[config.mk]
export PLATFORM = sky130hd
export DESIGN_NAME = fsf_feature_table
export DESIGN_NICKNAME = d
export VERILOG_FILES = /design/src/fsf_pkg.sv /design/src/fsf_feature_table.sv /design/src/fsf_sync.sv /design/src/fsf_lock_decode.sv
export SDC_FILE = /design/constraint.sdc
export NUM_CORES = 1
export LEC_CHECK = 0
export ABC_CLOCK_PERIOD_IN_PS = 7500
export BUFFER_PORTS_ARGS = -buffer_cell sky130_fd_sc_hd__buf_2
export CAP_MARGIN = 20
export CORE_ASPECT_RATIO = 0.7
export CORE_MARGIN = 3
export CORE_UTILIZATION = 62
export DETAILED_ROUTE_END_ITERATION = 16
export PLACE_DENSITY = 0.85
export SETUP_SLACK_MARGIN = 0.5
export SYNTH_ARGS = -nofsm -noshare
export SYNTH_HDL_FRONTEND = slang
export SYNTH_HIERARCHICAL = 1
export SYNTH_SLANG_ARGS = --single-unit
[constraint.sdc]
create_clock -name clock -period 7.5 [get_ports clock]
set_input_delay 2.25 -clock clock [delete_from_list [all_inputs] [get_ports clock]]
set_output_delay 2.25 -clock clock [all_outputs]
set_load 0.03 [all_outputs]
[src/fsf_pkg.sv]
/*
  Package for the serial flash feature table: opcodes, table addresses,
  field positions, masks, reset values, timing counts and the carrier types.
  Assumes a single 100 MHz core clock; no other files are needed.
*/
package fsf_pkg;

  // ************************************************************
  // clock and timing
  // ************************************************************
  localparam int CLK_MHZ            = 100;
  // busy time after a software reset, in ns
  localparam int RESET_BUSY_NS      = 5000;
  // least time, so rounded up to whole cycles
  localparam logic [15:0] RESET_BUSY_CYC =
    16'((RESET_BUSY_NS * CLK_MHZ + 999) / 1000);

  // ************************************************************
  // opcodes
  // ************************************************************
  localparam logic [7:0] OP_RESET_A    = 8'hFF;
  localparam logic [7:0] OP_RESET_B    = 8'hFE;
  localparam logic [7:0] OP_WRITE_EN   = 8'h06;
  localparam logic [7:0] OP_WRITE_DIS  = 8'h04;
  localparam logic [7:0] OP_FEAT_WRITE = 8'h1F;
  localparam logic [7:0] OP_FEAT_READ  = 8'h0F;
  localparam logic [7:0] OP_PROG_EXEC  = 8'h10;
  localparam logic [7:0] OP_PROT_EXEC  = 8'h2A;
  localparam logic [7:0] OP_ERASE      = 8'hD8;

  // ************************************************************
  // feature table addresses
  // ************************************************************
  localparam logic [7:0] ADDR_FLIP_THRESH = 8'h10;
  localparam logic [7:0] ADDR_FLIP_SECTOR = 8'h20;
  localparam logic [7:0] ADDR_MAX_FLIP    = 8'h30;
  localparam logic [7:0] ADDR_FLIP_RPT0   = 8'h40;
  localparam logic [7:0] ADDR_FLIP_RPT1   = 8'h50;
  localparam logic [7:0] ADDR_FLIP_RPT2   = 8'h60;
  localparam logic [7:0] ADDR_FLIP_RPT3   = 8'h70;
  localparam logic [7:0] ADDR_BLOCK_LOCK  = 8'hA0;
  localparam logic [7:0] ADDR_FEAT_CFG    = 8'hB0;
  localparam logic [7:0] ADDR_OP_STATUS   = 8'hC0;

  // ************************************************************
  // field positions, masks and reset values
  // ************************************************************
  localparam int LOCK_GUARD_BIT   = 7;
  localparam int LOCK_RANGE_LSB   = 3;
  localparam int CFG_PROTECT_BIT  = 7;
  localparam int CFG_ID_READ_BIT  = 6;
  localparam int CFG_ECC_BIT      = 4;
  localparam int CFG_FAST_BIT     = 1;
  localparam int THRESH_LSB       = 4;
  localparam logic [7:0] LOCK_WMASK    = 8'hB8;
  localparam logic [7:0] CFG_WMASK     = 8'hD2;
  localparam logic [7:0] CFG_RO_ONES   = 8'h04;
  localparam logic [7:0] THRESH_WMASK  = 8'hF0;
  localparam logic [7:0] MAX_FLIP_MASK = 8'hF7;
  localparam logic [7:0] LOCK_RST      = 8'h38;
  localparam logic [7:0] CFG_RST       = 8'h12;
  localparam logic [7:0] THRESH_RST    = 8'h00;

  // ************************************************************
  // array geometry
  // ************************************************************
  localparam int ROW_BITS   = 17;
  localparam int PAGE_BITS  = 6;
  localparam int BLOCK_BITS = 11;

  // ************************************************************
  // carrier types
  // ************************************************************
  typedef struct packed {
    logic        busy;
    logic        prog_fail;
    logic        erase_fail;
    logic [1:0]  ecc_result;
    logic [7:0]  sector_flags;
    logic [7:0]  max_report;
    logic [31:0] flip_report;
  } fsf_core_stat_t;

  typedef enum logic [1:0] {CMD_PROGRAM, CMD_PROTECT, CMD_ERASE} fsf_cmd_kind_t;

  typedef struct packed {
    logic                valid;
    fsf_cmd_kind_t       kind;
    logic [ROW_BITS-1:0] row;
    logic                locked;
  } fsf_cmd_t;

endpackage

[src/fsf_feature_table.sv]
/*
  Feature table of a serial flash with its directly acting commands:
  software reset, write latch set/clear, feature write and feature read.
  Assumes a serial host in clock mode 0 (sample on rising link clock,
  shift on falling), link clock well below a quarter of the core clock,
  and an array core on the same clock that reports its status and
  takes the accepted program, protect and erase commands.
*/
`timescale 1ns/100ps

// Summary of operation
// - both reset opcodes do the same reset
// - reset aborts program/erase, busy until discharged
// - write enable sets the write latch
// - write disable clears the write latch
// - latch clear: program, protect, erase ignored
// - feature write and read, one byte address
// - software reset keeps written feature values
// - feature write never touches the write latch
// - reserved bits read as zero
// - ecc bits meaningful only with ecc on
// - power-on reset loads all defaults
// - guard plus pin low blocks lock writes
// - lock range decodes none, fractions, all
// - protect arm defaults zero, gates protect opcode
// - id read select defaults zero
// - ecc switch writable, default one
// - bad block guard read only, one
// - fast read enable writable, default one
// - status bit 0 shows busy
// - feature read repeats byte until deselect
// - busy and fail flags update live
module fsf_feature_table (
  input  wire logic                    clock,
  input  wire logic                    rst,
  input  wire logic                    link_sck,
  input  wire logic                    cs_n,
  input  wire logic                    si,
  input  wire logic                    wp_n,
  output logic                         so_o,
  output logic                         so_oe,
  input  wire fsf_pkg::fsf_core_stat_t core_stat,
  output fsf_pkg::fsf_cmd_t            cmd_o,
  output logic                         abort_o,
  output logic                         protect_arm_o,
  output logic                         id_read_select_o,
  output logic                         ecc_enable_o,
  output logic                         fast_read_enable_o,
  output logic [3:0]                   flip_threshold_o
);

  // ************************************************************
  // declarations
  // ************************************************************
  typedef enum logic [2:0] {ST_OPCODE, ST_ADDR, ST_DATA, ST_ROW, ST_READ, ST_DONE} fsf_state_t;

  logic [3:0]  pin_s;
  logic        sck_s;
  logic        cs_n_s;
  logic        si_s;
  logic        wp_n_s;
  logic        sck_d_r;
  logic        cs_d_r;
  logic        sck_rise;
  logic        sck_fall;
  logic        cs_rise;
  fsf_state_t  state_r;
  logic [4:0]  bitcnt_r;
  logic [23:0] shift_r;
  logic [23:0] shift_nxt;
  logic [7:0]  opcode_r;
  logic [7:0]  addr_r;
  logic [7:0]  wdata_r;
  logic [fsf_pkg::ROW_BITS-1:0] row_r;
  logic        frame_ok_r;
  logic        exec;
  logic [7:0]  lock_r;
  logic [7:0]  cfg_r;
  logic [7:0]  thresh_r;
  logic        wel_r;
  logic [15:0] rst_cnt_r;
  logic        busy;
  logic        ecc_on;
  logic        row_locked;
  logic [2:0]  rbit_r;
  logic [6:0]  out_byte_r;
  logic [7:0]  rd_byte;
  logic        so_r;
  logic        so_oe_r;
  logic        abort_r;
  fsf_pkg::fsf_cmd_t cmd_r;

  // ************************************************************
  // decode helpers
  // ************************************************************
  // both reset opcodes map to one operation
  function automatic logic is_reset(input logic [7:0] op);
    return (op == fsf_pkg::OP_RESET_A) || (op == fsf_pkg::OP_RESET_B);
  endfunction

  // opcodes that carry a three-byte row address
  function automatic logic is_row_op(input logic [7:0] op);
    return (op == fsf_pkg::OP_PROG_EXEC) || (op == fsf_pkg::OP_PROT_EXEC) ||
           (op == fsf_pkg::OP_ERASE);
  endfunction

  // ************************************************************
  // pin synchronisers and edge detection
  // ************************************************************
  fsf_sync #(
    .W       (4),
    .RST_VAL (4'b1010)
  ) u_sync (
    .clock (clock),
    .rst   (rst),
    .d     ({cs_n, link_sck, wp_n, si}),
    .q     (pin_s)
  );

  assign cs_n_s = pin_s[3];
  assign sck_s  = pin_s[2];
  assign wp_n_s = pin_s[1];
  assign si_s   = pin_s[0];

  // previous synchronised levels for edge finding
  always_ff @(posedge clock or posedge rst) begin
    if (rst) begin
      sck_d_r <= 1'b0;
      cs_d_r  <= 1'b1;
    end else begin
      sck_d_r <= sck_s;
      cs_d_r  <= cs_n_s;
    end
  end

  // edges only count inside a frame; a stray clock while idle is ignored
  assign sck_rise  = ~cs_n_s & sck_s & ~sck_d_r;
  assign sck_fall  = ~cs_n_s & ~sck_s & sck_d_r;
  assign cs_rise   = cs_n_s & ~cs_d_r;
  assign shift_nxt = {shift_r[22:0], si_s};  // msb first

  // ************************************************************
  // status
  // ************************************************************
  // busy covers array work and the reset discharge time
  assign busy   = core_stat.busy | (rst_cnt_r != 16'h0000);
  assign ecc_on = cfg_r[fsf_pkg::CFG_ECC_BIT];
  // a frame acts on its deselect, and only when complete
  assign exec   = cs_rise & frame_ok_r;

  // ************************************************************
  // frame state machine
  // ************************************************************
  // collects opcode, address, data or row bits one rising edge at a time
  always_ff @(posedge clock or posedge rst) begin
    if (rst) begin
      state_r    <= ST_OPCODE;
      bitcnt_r   <= 5'd0;
      shift_r    <= 24'h00_0000;
      opcode_r   <= 8'h00;
      addr_r     <= 8'h00;
      wdata_r    <= 8'h00;
      row_r      <= '0;
      frame_ok_r <= 1'b0;
    end else if (cs_n_s) begin
      state_r    <= ST_OPCODE;
      bitcnt_r   <= 5'd0;
      frame_ok_r <= 1'b0;
    end else if (sck_rise) begin
      shift_r  <= shift_nxt;
      bitcnt_r <= bitcnt_r + 5'd1;
      unique case (state_r)
        ST_OPCODE: begin
          if (bitcnt_r == 5'd7) begin
            opcode_r <= shift_nxt[7:0];
            bitcnt_r <= 5'd0;
            if (busy && !is_reset(shift_nxt[7:0]) && shift_nxt[7:0] != fsf_pkg::OP_FEAT_READ) begin
              state_r <= ST_DONE;  // opcode refused while busy
            end else if (shift_nxt[7:0] == fsf_pkg::OP_FEAT_READ ||
                         shift_nxt[7:0] == fsf_pkg::OP_FEAT_WRITE) begin
              state_r <= ST_ADDR;
            end else if (is_row_op(shift_nxt[7:0])) begin
              state_r <= ST_ROW;
            end else begin
              state_r    <= ST_DONE;
              frame_ok_r <= 1'b1;
            end
          end
        end
        ST_ADDR: begin
          if (bitcnt_r == 5'd7) begin
            addr_r   <= shift_nxt[7:0];
            bitcnt_r <= 5'd0;
            state_r  <= (opcode_r == fsf_pkg::OP_FEAT_READ) ? ST_READ : ST_DATA;
          end
        end
        ST_DATA: begin
          if (bitcnt_r == 5'd7) begin
            wdata_r    <= shift_nxt[7:0];
            frame_ok_r <= 1'b1;  // full three-byte frame
            state_r    <= ST_DONE;
          end
        end
        ST_ROW: begin
          if (bitcnt_r == 5'd23) begin
            row_r      <= shift_nxt[fsf_pkg::ROW_BITS-1:0];
            frame_ok_r <= 1'b1;
            state_r    <= ST_DONE;
          end
        end
        ST_READ: begin
          bitcnt_r <= 5'd0;  // host bits ignored while streaming
        end
        ST_DONE: begin
          bitcnt_r <= 5'd0;
        end
      endcase
    end
  end

  // ************************************************************
  // writable feature bytes
  // ************************************************************
  // only the power-on reset restores defaults; the software reset
  // opcode does not reach these flops
  always_ff @(posedge clock or posedge rst) begin
    if (rst) begin
      lock_r   <= fsf_pkg::LOCK_RST;
      cfg_r    <= fsf_pkg::CFG_RST;
      thresh_r <= fsf_pkg::THRESH_RST;
    end else if (exec && opcode_r == fsf_pkg::OP_FEAT_WRITE) begin
      unique case (addr_r)
        fsf_pkg::ADDR_BLOCK_LOCK: begin
          // guard set and pin low freezes guard and range together
          if (!(lock_r[fsf_pkg::LOCK_GUARD_BIT] && !wp_n_s)) begin
            lock_r <= wdata_r & fsf_pkg::LOCK_WMASK;
          end
        end
        fsf_pkg::ADDR_FEAT_CFG: begin
          cfg_r <= wdata_r & fsf_pkg::CFG_WMASK;
        end
        fsf_pkg::ADDR_FLIP_THRESH: begin
          thresh_r <= wdata_r & fsf_pkg::THRESH_WMASK;
        end
        default: begin
          // read-only, status and undefined addresses store nothing
        end
      endcase
    end
  end

  // ************************************************************
  // write latch
  // ************************************************************
  // only the two latch opcodes move it; feature writes never do
  always_ff @(posedge clock or posedge rst) begin
    if (rst) begin
      wel_r <= 1'b0;
    end else if (exec && opcode_r == fsf_pkg::OP_WRITE_EN) begin
      wel_r <= 1'b1;
    end else if (exec && opcode_r == fsf_pkg::OP_WRITE_DIS) begin
      wel_r <= 1'b0;
    end
  end

  // ************************************************************
  // software reset and abort
  // ************************************************************
  // an abort goes to the core only if it is actually busy; busy then
  // stays up for the discharge time so the host polls until ready
  always_ff @(posedge clock or posedge rst) begin
    if (rst) begin
      rst_cnt_r <= 16'h0000;
      abort_r   <= 1'b0;
    end else if (exec && is_reset(opcode_r)) begin
      rst_cnt_r <= fsf_pkg::RESET_BUSY_CYC;
      abort_r   <= core_stat.busy;
    end else begin
      abort_r <= 1'b0;
      if (rst_cnt_r != 16'h0000) begin
        rst_cnt_r <= rst_cnt_r - 16'h0001;
      end
    end
  end

  // ************************************************************
  // array command issue
  // ************************************************************
  fsf_lock_decode u_lock (
    .range  (lock_r[fsf_pkg::LOCK_RANGE_LSB +: 3]),
    .block  (row_r[fsf_pkg::ROW_BITS-1:fsf_pkg::PAGE_BITS]),
    .locked (row_locked)
  );

  // a one-cycle pulse per accepted command; the locked flag lets the
  // core fail the operation instead of touching the array
  always_ff @(posedge clock or posedge rst) begin
    if (rst) begin
      cmd_r <= '0;
    end else begin
      cmd_r.valid  <= 1'b0;
      cmd_r.row    <= row_r;
      cmd_r.locked <= row_locked;
      if (exec && is_row_op(opcode_r) && wel_r && !busy) begin
        if (opcode_r == fsf_pkg::OP_PROG_EXEC) begin
          cmd_r.valid <= 1'b1;
          cmd_r.kind  <= fsf_pkg::CMD_PROGRAM;
        end else if (opcode_r == fsf_pkg::OP_ERASE) begin
          cmd_r.valid <= 1'b1;
          cmd_r.kind  <= fsf_pkg::CMD_ERASE;
        end else if (cfg_r[fsf_pkg::CFG_PROTECT_BIT]) begin
          cmd_r.valid <= 1'b1;
          cmd_r.kind  <= fsf_pkg::CMD_PROTECT;
        end
      end
    end
  end

  // ************************************************************
  // feature read data
  // ************************************************************
  // live view of the addressed byte; ecc fields read zero with ecc off
  always_comb begin
    rd_byte = 8'h00;  // reserved and undefined read zero
    unique case (addr_r)
      fsf_pkg::ADDR_BLOCK_LOCK:  rd_byte = lock_r;
      fsf_pkg::ADDR_FEAT_CFG:    rd_byte = cfg_r | fsf_pkg::CFG_RO_ONES;
      fsf_pkg::ADDR_OP_STATUS:   rd_byte = {2'b00, ecc_on ? core_stat.ecc_result : 2'b00,
                                            core_stat.prog_fail, core_stat.erase_fail,
                                            wel_r, busy};
      fsf_pkg::ADDR_FLIP_THRESH: rd_byte = thresh_r;
      fsf_pkg::ADDR_FLIP_SECTOR: rd_byte = ecc_on ? core_stat.sector_flags : 8'h00;
      fsf_pkg::ADDR_MAX_FLIP:    rd_byte = ecc_on ? (core_stat.max_report & fsf_pkg::MAX_FLIP_MASK)
                                                  : 8'h00;
      fsf_pkg::ADDR_FLIP_RPT0:   rd_byte = ecc_on ? core_stat.flip_report[7:0] : 8'h00;
      fsf_pkg::ADDR_FLIP_RPT1:   rd_byte = ecc_on ? core_stat.flip_report[15:8] : 8'h00;
      fsf_pkg::ADDR_FLIP_RPT2:   rd_byte = ecc_on ? core_stat.flip_report[23:16] : 8'h00;
      fsf_pkg::ADDR_FLIP_RPT3:   rd_byte = ecc_on ? core_stat.flip_report[31:24] : 8'h00;
      default:                   rd_byte = 8'h00;
    endcase
  end

  // ************************************************************
  // serial output shifter
  // ************************************************************
  // reloads at every byte boundary, so status flags are fresh on each
  // repetition; streams until the host deselects
  always_ff @(posedge clock or posedge rst) begin
    if (rst) begin
      rbit_r     <= 3'd0;
      out_byte_r <= 7'h00;
      so_r       <= 1'b0;
      so_oe_r    <= 1'b0;
    end else begin
      so_oe_r <= ~cs_n_s && (state_r == ST_READ);
      if (state_r != ST_READ || cs_n_s) begin
        rbit_r <= 3'd0;
        so_r   <= 1'b0;
      end else if (sck_fall) begin
        rbit_r <= rbit_r + 3'd1;  // wraps to repeat the byte
        if (rbit_r == 3'd0) begin
          so_r       <= rd_byte[7];
          out_byte_r <= rd_byte[6:0];
        end else begin
          so_r       <= out_byte_r[6];
          out_byte_r <= {out_byte_r[5:0], 1'b0};
        end
      end
    end
  end

  // ************************************************************
  // outputs
  // ************************************************************
  assign so_o               = so_r;
  assign so_oe              = so_oe_r;
  assign cmd_o              = cmd_r;
  assign abort_o            = abort_r;
  assign protect_arm_o      = cfg_r[fsf_pkg::CFG_PROTECT_BIT];
  assign id_read_select_o   = cfg_r[fsf_pkg::CFG_ID_READ_BIT];
  assign ecc_enable_o       = cfg_r[fsf_pkg::CFG_ECC_BIT];
  assign fast_read_enable_o = cfg_r[fsf_pkg::CFG_FAST_BIT];
  assign flip_threshold_o   = thresh_r[fsf_pkg::THRESH_LSB +: 4];

endmodule

[src/fsf_sync.sv]
/*
  Two-flop synchroniser for pins that arrive from outside the core clock.
  Assumes each bit is an independent level; the reset value is a constant.
*/
`timescale 1ns/100ps
module fsf_sync #(
  parameter int         W       = 1,
  parameter logic [W-1:0] RST_VAL = '0
) (
  input  wire logic         clock,
  input  wire logic         rst,
  input  wire logic [W-1:0] d,
  output logic      [W-1:0] q
);

  // ************************************************************
  // synchroniser stages
  // ************************************************************
  logic [W-1:0] meta_r;

  // first stage feeds only the second stage
  always_ff @(posedge clock or posedge rst) begin
    if (rst) begin
      meta_r <= RST_VAL;
      q      <= RST_VAL;
    end else begin
      meta_r <= d;
      q      <= meta_r;
    end
  end

endmodule

[src/fsf_lock_decode.sv]
/*
  Decoder from the 3-bit lock range and a block index to a locked flag.
  Assumes 2048 blocks; purely combinational, the caller registers it.
*/
`timescale 1ns/100ps
module fsf_lock_decode (
  input  wire logic [2:0]                     range,
  input  wire logic [fsf_pkg::BLOCK_BITS-1:0] block,
  output logic                                locked
);

  // ************************************************************
  // range decode
  // ************************************************************
  // range r in 1..6 locks the top 2^(r-7) share: index bits from 4+r up
  // must all be one; 7 needs none of them, 0 locks nothing
  always_comb begin
    locked = (range != 3'd0);
    for (int i = 0; i < fsf_pkg::BLOCK_BITS; i++) begin
      if ((i >= 4 + int'(range)) && !block[i]) begin
        locked = 1'b0;
      end
    end
  end

endmodule

Word level (Yosys, flattened, before mapping)
Cells that the tools add are included.

cells by class
  add/sub/neg operators = 4
  $mul = 0
  divide/modulo/power cells = 0
  magnitude comparators = 11
  equality and inequality tests = 42
  shift-type cells = 0
  mux-type cells = 58
  bitwise operators = 13
  reductions and logical operators = 69

operator list
  operator               number
  $ge 4x32->1 const A    4
  $ge 5x32->1 const A    3
  $pmux 8 s10            1
  $eq 8x8->1 const B     9
  $ge 3x32->1 const A    2
  $mux 3                 16
  $mux 8                 6
  $eq 8x5->1 const B     5
  $eq 8x6->1 const B     4
  $eq 8x7->1 const B     4
  $ge 1x32->1 const A    1
  $ge 2x32->1 const A    1
  $mux 16                2
  $mux 1                 25
  $logic_and 1x1->1      22
  $ne 3x2->1 const B     7
  $eq 8x3->1 const B     2
  $eq 8x4->1 const B     2
  $reduce_and 4->1       4
  $reduce_bool 16->1     1
  $sub 16x1->16 const B  1
  $mux 5                 3
  $logic_not 1->1        14
  $pmux 3 s4             1
  28 further kinds       57

storage, ports and cells
  bits in registers = 139
  bits in latches = 0
  bits in writable memories = 0
  memory bits (read-only) = 0
  input bits = 59
  output and inout port bits = 32
  word-level logic and storage cells = 223
  memories kept = 0

Longest topological paths before layout
Gate-level depths: netlist of the first run.

  word-level depth = 14
  depth in mapped cells = 10
  gate-level depth less buffers = 8

Modules after synthesis
The synthesis of the first run kept the hierarchy.

modules (own cells, without submodules)
  module             times used  cells an instance  area an instance (um^2)  seq. area each (um^2)
  fsf_feature_table  1           578                6180.9                   3235.6
  fsf_sync           1           9                  209.0                    205.2
  fsf_lock_decode    1           6                  46.3                     0.0

Least setup slack after synthesis of the first run
No wires, ideal clock.

  path type = input to register
  start point = in core_stat[30] in the netlist's numbering
  end point = reg out_byte_r[6]
  library setup time = 0.128 ns
  arrival = 3.133 ns
  required time = 7.372 ns
  slack = 4.239 ns
  cell stages on the path = 5
  buffers on the path = 0
  path through = mux4_2 -> nand2_1 -> o21ai_0 -> a221oi_1 -> nor3_1

on the way
  longest elaborated chain between the ends = 3

ends and longest elaborated chain
  what                  RTL line                  source
  start, declared       fsf_feature_table.sv:42   input wire fsf_pkg::fsf_core_stat_t core_stat,
  $mux 8                fsf_feature_table.sv:338  fsf_pkg::ADDR_FLIP_RPT3: rd_byte = ecc_on ? core_stat.flip_report[31:24] : 8'h00;
  $pmux 8 s10           fsf_feature_table.sv:325  unique case (addr_r)
  $mux 7                fsf_feature_table.sv:361  if (rbit_r == 3'd0) begin
  end signal, assigned  fsf_feature_table.sv:363  out_byte_r <= rd_byte[6:0];
  end signal, assigned  fsf_feature_table.sv:366  out_byte_r <= {out_byte_r[5:0], 1'b0};
  end, declared         fsf_feature_table.sv:86   logic [6:0] out_byte_r;

Every way passes these cells.
A chain may end at the register's enable or synchronous reset.

Worst setup path in the final report of the first run
  start point = reg cfg_r[4]
  end point = out ecc_enable_o

RTL lines
  what                    RTL line                  source
  start, declared         fsf_feature_table.sv:78   logic [7:0] cfg_r;
  start signal, assigned  fsf_feature_table.sv:229  cfg_r <= fsf_pkg::CFG_RST;
  start signal, assigned  fsf_feature_table.sv:240  cfg_r <= wdata_r & fsf_pkg::CFG_WMASK;
  end, declared           fsf_feature_table.sv:47   output logic ecc_enable_o,

No word-level cell between the ends.

==> results.yml, run 1 <==
outcome:
  outcome: "complete, no violations"
grt:
  antenna_found_initial: 0
  first_global_vias: 5089
  track_usage: 0.289
  globalRouteOverflowTotal: 0
  grt_pass1_wl_mm: 26.4
  grt_max_degree: 84
clock_network:
  cts_tree: "yes"
  cts_max_path_buffers: 2
  numCtsBuffers: 17
  cts-root-buf: "clkbuf_16"
  cts_setup_buffers: 0
  clk_latency_ps: 420
  cts_resized: 0
  hold_buffers: 0
  clk_pin_slew_ps: 70
  clock-sinks: 137
  htree_levels: 4
floorplanning:
  die_w_um: 128
  die_h_um: 91.2
  die-area_um2: 11700
  ios: 91
  start_util: 0.649
  coreArea_um2: 9910
  row_count: 30
route:
  drt_iter0_markers: 661
  via_count: 5151
  first_pass_iters: 5
  wirelength_mm: 16.1
  ant_nets: 0
  wl_per_cell_um: 19.8
  drcViolationCount: 0
  routed_via_density: 6.32
pwr:
  switching_share: 0.243
  cellInternalPower_mw: 1.29
  worst_ir_drop_vdd_mv: 0.193
  combPwrFrac: 0.044
  p_clk_frac: 0.491
  seq_power_share: 0.465
  p_per_area_nw_per_um2: 225
  p_sw_uw: 412
  p_leak_nw: 3.68
sta:
  grt_setup_unrepaired: "no"
  finalSetupViolCount: 0
  post-route-min-period_ps: 3500
  fin_setup_tns_ps: 0
  post-route-period-util: 0.466
  finalHoldViolations: 0
  fin_skew_ps: 12.5
  fmax_ghz: 0.286
  slew_headroom: 0.299
  finalMaxSlewViolations: 0
  worst_pin_slew_ps: 1050
cells_and_area:
  final_common_cell: "dfrtp_1"
  layout.cells.non_filler: 815
  nets: 738
  syn2layout_area_growth_pct: 17.1
  fillCellCount: 649
  register_area_um2: 3440
  layout-drive-gt1-share: 0.294
  final_cell_mix: "dfrtp_1, buf_2, nand2_1"
  final_area_um2: 7540
  multi_input_area_um2: 2830
  antenna_cells: 0
critical_path:
  crit_family: "flip-flops"
  worstRegToRegCells: 5
  cp_num_cells: 1
  start_kind: "flop"
  r2r_slack_ps: 4990
  required_ps: 5250
  critPathLaunch: "cfg_r[4]"
  crit_slowest_cell: "dfstp_2"
  rr_startpoint: "sck_d_r"
  crit_path_end: "ecc_enable_o"
  crit_fanout: 6
  cp-end-kind: "output port"
  r2r-end: "row_r[1]"
  arrival_ps: 1250
  cp_num_buf_inv: 1
  crit_path_cell_trace: "buf_2"
  slowest_delay_ps: 600
  critPathKind: "reg -> out"
synthesis:
  syn_avg_cell_area_um2: 10.9
  synth_edf_count: 0
  syn_nets: 657
  seq_area_frac_synth: 0.535
  synthArstFlopShare: 1.00
  syn_inst: 593
  synth.distinct_cells: 70
  ys.flop_type: "dfrtp_1"
  yosys_warnings: 6
  synth.ff_latch_count: 137
  synth_area_um2: 6440
place:
  place_area_um2: 6950
  dp_cells: 783
  place_congestion: 0.950
  dp_hpwl_mm: 10.4
  io_buffers: 89
job:
  cap_viol_max_count: 0
worst_hold_path:
  hold_class: "reg -> reg"
kinds of logic (layout without fill, tap and decap cells):
group / Yosys count / after routing / synth area share
AOI/OAI and AO/OA: 82 / 82 / 0.0873
adders and majority gates: 5 / 5 / 0.00972
xor gates and xnor gates: 16 / 16 / 0.0218
and+or+nand+nor: 239 / 239 / 0.193
muxes: 71 / 71 / 0.127
buffers and inverters: 43 / 137 / 0.0259
DFF: 137 / 137 / 0.535
power by group through the flow:
stage / clock network, mW / logic (mW) / registers, mW
after global routing: 0.869 / 0.0834 / 0.792
after detailed placement: 0 / 0.0698 / 0.801
final: 0.833 / 0.0746 / 0.791
after floorplan: 0 / 0.0584 / 0.776
after global placement: 0 / 0.0660 / 0.799
after CTS: 0.837 / 0.0748 / 0.789
synthesized netlist by cell type (10+ instances only):
cell type  instances  area [um^2]
clkbuf_1          24         90.1
dfrtp_1          127         3180
dfstp_2           10          263
inv_1             13         48.8
mux2_2            55          619
mux2i_1           11          110
nand2_1           87          327
nand2b_1          12         75.1
nand3_1           22          110
nor2_1            35          131
nor3_1            14         70.1
o21ai_0           22          110
xor2_1            13          114
layer usage:
layer | vias up | wire length (um) | track usage
met5 | - | 0 | 0
met4 | 0 | 343 | 0.109
met3 | 38 | 1370 | 0.0735
met2 | 261 | 7640 | 0.445
met1 | 2554 | 6790 | 0.398
li1 | 2298 | - | -
worst register-to-register path, delay by kind of cell (launching register included):
| kind | cells | cell delay, ps |
|---|---|---|
| multiplexers | 1 | 370 |
| buffers and inverters | 1 | 260 |
| AND/OR/NAND/NOR | 3 | 1380 |
| flip-flops | 1 | 390 |
state kept, by name (all words and copies together), names as in the netlist, 3 cells and up:
register       flops
bitcnt_r           5
wdata_r            6
opcode_r           8
u_sync/q           4
rbit_r             3
rst_cnt_r         16
row_r             17
cmd_o             21
shift_r           16
addr_r             8
thresh_r           4
u_sync/meta_r      4
lock_r             4
out_byte_r         7
state_r            3
cfg_r              4
per-stage QoR:
| stage | power (mW) | hold WS [ps] | util | worst slack (ps) |
|---|---|---|---|---|
| 6_report | 1.70 | 349 | 0.761 | 4000 |
| 4_1_cts | 1.70 | 351 | 0.761 | 4000 |
| 5_1_grt | 1.75 | 353 | 0.761 | 3980 |
| 2_1_floorplan | 0.835 | 331 | - | 1820 |
| 3_5_place_dp | 0.871 | 338 | 0.702 | 3740 |
| 3_3_place_gp | 0.865 | 336 | 0.701 | 3800 |
area by class of cell:
class | count | area share
flip-flops and latches | 137 | 0.456
multi-input cells | 413 | 0.375
repair buffers | 92 | 0.0626
clock buffers | 19 | 0.0587
well taps | 128 | 0.0212
clock inverters | 13 | 0.0191
inverters | 13 | 0.00680
how the worst min path moves through the flow:
stage / startpoint / end / slack, ps / depth (start not counted)
2_1_floorplan: u_sync/meta_r[0] / u_sync/q[0] / 330 / 0
3_3_place_gp: u_sync/meta_r[2] / u_sync/q[2] / 340 / 0
3_5_place_dp: u_sync/meta_r[2] / u_sync/q[2] / 340 / 0
4_1_cts: u_sync/meta_r[2] / u_sync/q[2] / 350 / 0
5_1_grt: u_sync/meta_r[2] / u_sync/q[2] / 350 / 0
6_report: u_sync/meta_r[2] / u_sync/q[2] / 350 / 0
Power figures use the tool's default switching activity.
==> inputs of run 2 (changes only) <==
- ABC_AREA: not set -> 1
- ABC_CLOCK_PERIOD_IN_PS: 7500 -> 3400
- CORE_UTILIZATION: 62 -> 58
- PLACE_DENSITY: 0.85 -> 0.8
- clock period: 7.5 -> 3.4 ns (I/O delays scaled with it)
==> run 2 against run 1 <==
  * Total power rose to 2.5 times the previous value
  * Clock skew is 4.1 ps lower
  * Synthesized cell count increased by 46%
  * First-iteration DRC count shrank 5.4%
  * Combinational power increased to 5.7 times the previous value
  * Non-clock buffer count is 1 higher
  * Critical endpoint is now row_r[12]
  * Setup slack worse by 2900 ps
  * Largest cell class unchanged
==> results.yml, run 2 <==
synthesis:
  synth_edf_count: 0
  synth.ff_latch_count: 137
  synthArstFlopShare: 1.00
  syn_inst: 865
  seq_area_frac_synth: 0.498
  yosys_warnings: 6
  yosysTopAreaCell: "dfrtp_1"
  ys.flop_type: "dfrtp_1"
  synth_commonest_cells: "nand2_1, dfrtp_1, inv_1"
  netlist_top_cells_area: "dfrtp_1, nand2_1, o21ai_0, inv_1, nor2_1"
  syn_nets: 929
  yosysMostFrequentCell: "nand2_1"
  synth_top_area_share: 0.460
  synth.distinct_cells: 45
  syn_avg_cell_area_um2: 7.98
  synth_area_um2: 6910
clock_network:
  cts_resized: 0
  cts_tree: "yes"
  cts-root-buf: "clkbuf_16"
  htree_levels: 4
  hold_buffers: 0
  cts_max_path_buffers: 2
  cts_setup_buffers: 0
  clock-sinks: 137
  clk_pin_slew_ps: 60
  numCtsBuffers: 17
  clk_latency_ps: 420
grt:
  antenna_found_initial: 0
  globalRouteOverflowTotal: 0
  track_usage: 0.257
  grt_pass1_wl_mm: 27.1
  first_global_vias: 5662
  grt_max_degree: 130
place:
  place_area_um2: 7430
  place_congestion: 0.905
  dp_hpwl_mm: 11.0
  io_buffers: 89
  dp_slack_ps: 1120
route:
  ant_nets: 0
  first_pass_iters: 7
  routed_via_density: 5.33
  wirelength_mm: 16.1
  drcViolationCount: 0
  via_count: 5956
  drt_iter0_markers: 625
  wl_per_cell_um: 14.4
sta:
  fin_skew_ps: 8.37
  worst_pin_slew_ps: 885
  setup_ws_ps: 1120
  grt_setup_unrepaired: "no"
  finalMaxSlewViolations: 0
  post-route-min-period_ps: 2280
  fmax_ghz: 0.439
  post-route-period-util: 0.670
  slew_headroom: 0.410
  finalSetupViolCount: 0
  fin_setup_tns_ps: 0
  finalHoldViolations: 0
cells_and_area:
  nets: 1015
  layout-drive-gt1-share: 0.199
  final_common_cell: "nand2_1"
  final_area_um2: 8090
  syn2layout_area_growth_pct: 17.2
  post-route-util: 0.714
  largest_register_ffs: 21
  antenna_cells: 0
  final_cell_mix: "nand2_1, dfrtp_1, inv_1"
pwr:
  power_mw: 4.28
  worst_ir_drop_vdd_mv: 0.394
  p_per_area_nw_per_um2: 529
  p_leak_nw: 3.95
critical_path:
  crit_fanout: 41
  crit_path_end: "row_r[12]"
  critPathKind: "reg -> reg"
  critPathLaunch: "u_sync/q[3]"
  arrival_ps: 2560
  r2r-end: "row_r[12]"
  cp-end-kind: "flop"
  start_kind: "flop"
  worstRegToRegCells: 5
  r2r_slack_ps: 1120
  required_ps: 3680
  rr_startpoint: "u_sync/q[3]"
floorplanning:
  start_util: 0.610
  die-area_um2: 13300
  ios: 91
  row_count: 32
  die_w_um: 136
  coreArea_um2: 11300
  die_h_um: 97.3
outcome:
  outcome: "complete, no violations"
worst_hold_path:
  hold_class: "reg -> reg"
job:
  cap_viol_max_count: 0
## run 2: cell types whose count changed after synthesis, sizes merged, moves of 11 or more
cell    change
buf        +14
o21ai      +80
mux2       -56
clkbuf     -18
inv        +90
xor2       -11
nor2       +65
nand2b     -12
mux2i      -11
nand3      +28
nand2     +161
## run 2: report_power, final
group          switching (mW)  leakage [nW]  internal [mW]  total, mW
Sequential             0.0774          1.84           1.73       1.81
Clock                   0.755         0.325           1.29       2.05
Combinational           0.287          1.79          0.139      0.426
Total                    1.12          3.95           3.16       4.28
## run 2: routing by layer
layer	track usage	vias up	share of wire
met4	0.0767	0	0.012
met2	0.375	197	0.44
li1	-	2963	-
met5	0	-	0
met1	0.380	2776	0.48
met3	0.0657	20	0.071
## run 2: metrics by stage
stage	std cells	hold slack [ps]
2_1_floorplan	865	331
3_3_place_gp	1085	333
3_5_place_dp	1085	336
4_1_cts	1117	357
5_1_grt	1117	359
6_report	1117	351
## run 2: cells by family (layout without fill, tap and decap cells)
group | count (synthesis) | count (layout) | share of synthesized area
compound gates | 139 | 139 | 0.116
buf+inv | 130 | 229 | 0.0799
simple gates | 450 | 450 | 0.291
fa+ha+maj | 5 | 5 | 0.00906
mux | 1 | 1 | 0.00217
xor+xnor | 3 | 3 | 0.00381
flops | 137 | 137 | 0.498
## run 2: worst max-delay path, stage by stage (launching register included)
cell and delay [ps]:
dfstp_2 430, clkinv_4 110, nand3_4 320, or3_2 990, nand2_1 210, o21ai_2 60
## run 2: layout make-up
type                    instances  area, um^2
flip-flops and latches        137        3440
fillers                       855        3240
multi-input cells             598        2920
repair buffers                 93         488
clock buffers                  19         453
inverters                     104         399
clock inverters                13         206
well taps                     153         191
## run 2: how the worst min path moves through the flow
stage | start | cells past startpoint | end
2_1_floorplan | u_sync/meta_r[0] | 0 | u_sync/q[0]
3_3_place_gp | u_sync/meta_r[2] | 0 | u_sync/q[2]
3_5_place_dp | u_sync/meta_r[0] | 0 | u_sync/q[0]
4_1_cts | u_sync/meta_r[0] | 0 | u_sync/q[0]
5_1_grt | u_sync/meta_r[3] | 0 | u_sync/q[3]
6_report | u_sync/meta_r[2] | 0 | u_sync/q[2]
==> inputs of run 3 (changes only) <==
- ABC_CLOCK_PERIOD_IN_PS: 3400 -> 2100
- clock period: 3.4 -> 2.1 ns (I/O delays scaled with it)
==> run 3 against run 2 <==
  * Flip-flop and latch count stayed put
  * Clock skew is 4.7 ps higher
  * Register-to-register slack worse by 890 ps
  * Via count is 22% higher
  * Critical path type unchanged
  * Largest cell class is now multi-input gates
  * Highest routed layer unchanged
==> results.yml, run 3 (synthesis gave the netlist of run 2 again) <==
outcome:
  outcome: "complete, no violations"
critical_path:
  slowest_delay_ps: 410
  cp-end-kind: "flop"
  r2r_slack_ps: 230
  critPathKind: "reg -> reg"
  crit_fanout: 6
  required_ps: 2390
  worstRegToRegCells: 10
  cp_num_buf_inv: 2
  rr_startpoint: "bitcnt_r[0]"
  crit_slowest_cell: "dfrtp_1"
  critPathLaunch: "bitcnt_r[0]"
  start_kind: "flop"
  crit_path_cell_trace: "ha_4 -> nand2_4 -> nor2_4 -> buf_6 -> nand2_8 -> nor2_4 -> buf_6 -> nand3_4 -> nand2_2 -> o21ai_1"
  r2r-end: "wdata_r[1]"
  crit_family: "simple AND/OR/NAND/NOR gates"
  arrival_ps: 2160
route:
  routed-wl-met3_mm: 2.86
  via_count: 7290
  drt_iter0_markers: 857
  met1_length_mm: 9.01
  drcViolationCount: 0
  first_pass_iters: 6
  wirelength_mm: 24.2
  dr.max_layer_used: "met4"
  wl_per_cell_um: 20.3
  ant_nets: 0
  routed-wl-met2_mm: 11.0
  routed_via_density: 6.11
cells_and_area:
  final_area_um2: 9740
  final_common_cell: "nand2_1"
  antenna_cells: 0
  post-route-util: 0.860
  fillCellCount: 528
  nets: 1092
  syn2layout_area_growth_pct: 41.0
  layout-drive-gt1-share: 0.380
  largest_register_ffs: 21
  final_cell_mix: "nand2_1, dfrtp_1, inv_1"
clock_network:
  clk_latency_ps: 440
  numCtsBuffers: 17
  clock-sinks: 137
  cts_max_path_buffers: 2
  cts_tree: "yes"
  clk_pin_slew_ps: 70
  htree_levels: 4
  cts-root-buf: "clkbuf_16"
place:
  io_buffers: 89
  dp_hpwl_mm: 11.6
  place_area_um2: 7560
  place_congestion: 0.931
  dp_slack_ps: 238
grt:
  antenna_found_initial: 0
  grt_max_degree: 65
  grt_pass1_wl_mm: 31.6
  track_usage: 0.303
  first_global_vias: 6346
  globalRouteOverflowTotal: 0
job:
  cap_viol_max_count: 0
sta:
  finalMaxSlewViolations: 0
  worst_pin_slew_ps: 427
  setup_ws_ps: 233
  slew_headroom: 0.715
  fin_skew_ps: 13.1
  grt_setup_unrepaired: "yes"
  finalSetupViolCount: 0
  worst_hold_slack_ps: 139
  finalHoldViolations: 0
  post-route-period-util: 0.889
  post-route-min-period_ps: 1870
  fmax_ghz: 0.536
floorplanning:
  coreArea_um2: 11300
  die_h_um: 97.3
  die_w_um: 136
  start_util: 0.610
  ios: 91
  die-area_um2: 13300
  row_count: 32
worst_hold_path:
  hold_class: "in -> async"
pwr:
  p_leak_nw: 4.57
  worst_ir_drop_vdd_mv: 0.801
  p_per_area_nw_per_um2: 743
## run 3: repair_timing
action,in CTS,in global routing
cloned,8,2
endpoints found under the hold margin,0,0
gates resized for setup,110,211
hold buffers,0,0
setup buffers,30,23
endpoints found under the setup margin,83,124
pin swaps,19,35
## run 3: area by class of cell
class	instances	area [um^2]	area share
clock inverter	15	180	0.0185
inverter	104	410	0.0421
multi-input combinational	601	3650	0.374
tap	153	191	0.0197
timing repair buffer	167	1440	0.148
clock buffer	17	425	0.0437
sequential	137	3440	0.354
## run 3: layer usage
layer  global-route usage  up-vias
met5                    0        -
met4                0.115        0
met3               0.0782      156
met2                0.453      576
met1                0.426     3434
li1                     -     3124
## run 3: worst register-to-register path: cells and delay by family, from the launching register on
kind | cells | cell delay [ps]
AO/OA/AOI/OAI | 1 | 100
adder cells (fa/ha/maj) | 1 | 180
buffers and inverters | 2 | 270
flip-flops | 1 | 410
AND/OR/NAND/NOR | 6 | 760
## run 3: report_power, final
part | total, mW | switching [mW] | internal [mW]
Clock | 3.14 | 1.35 | 1.79
Combinational | 1.13 | 0.777 | 0.351
Sequential | 2.97 | 0.172 | 2.80
Total | 7.24 | 2.30 | 4.95
## run 3: worst max path at each step
stage	to	slack [ps]	cells after the start
2_1_floorplan	abort_o	-120	1
3_3_place_gp	row_r[15]	280	6
3_5_place_dp	row_r[14]	240	6
4_1_cts	fast_read_enable_o	370	1
5_1_grt	wdata_r[1]	170	10
6_report	wdata_r[1]	230	10
## run 3: stage by stage
stage,total power [mW],instances,setup TNS (ps)
final,7.24,1194,0
after CTS,6.80,1169,0
after global routing,7.43,1194,0
after detailed placement,3.67,1099,0
after floorplan,3.43,865,-14800
after global placement,3.65,1099,0
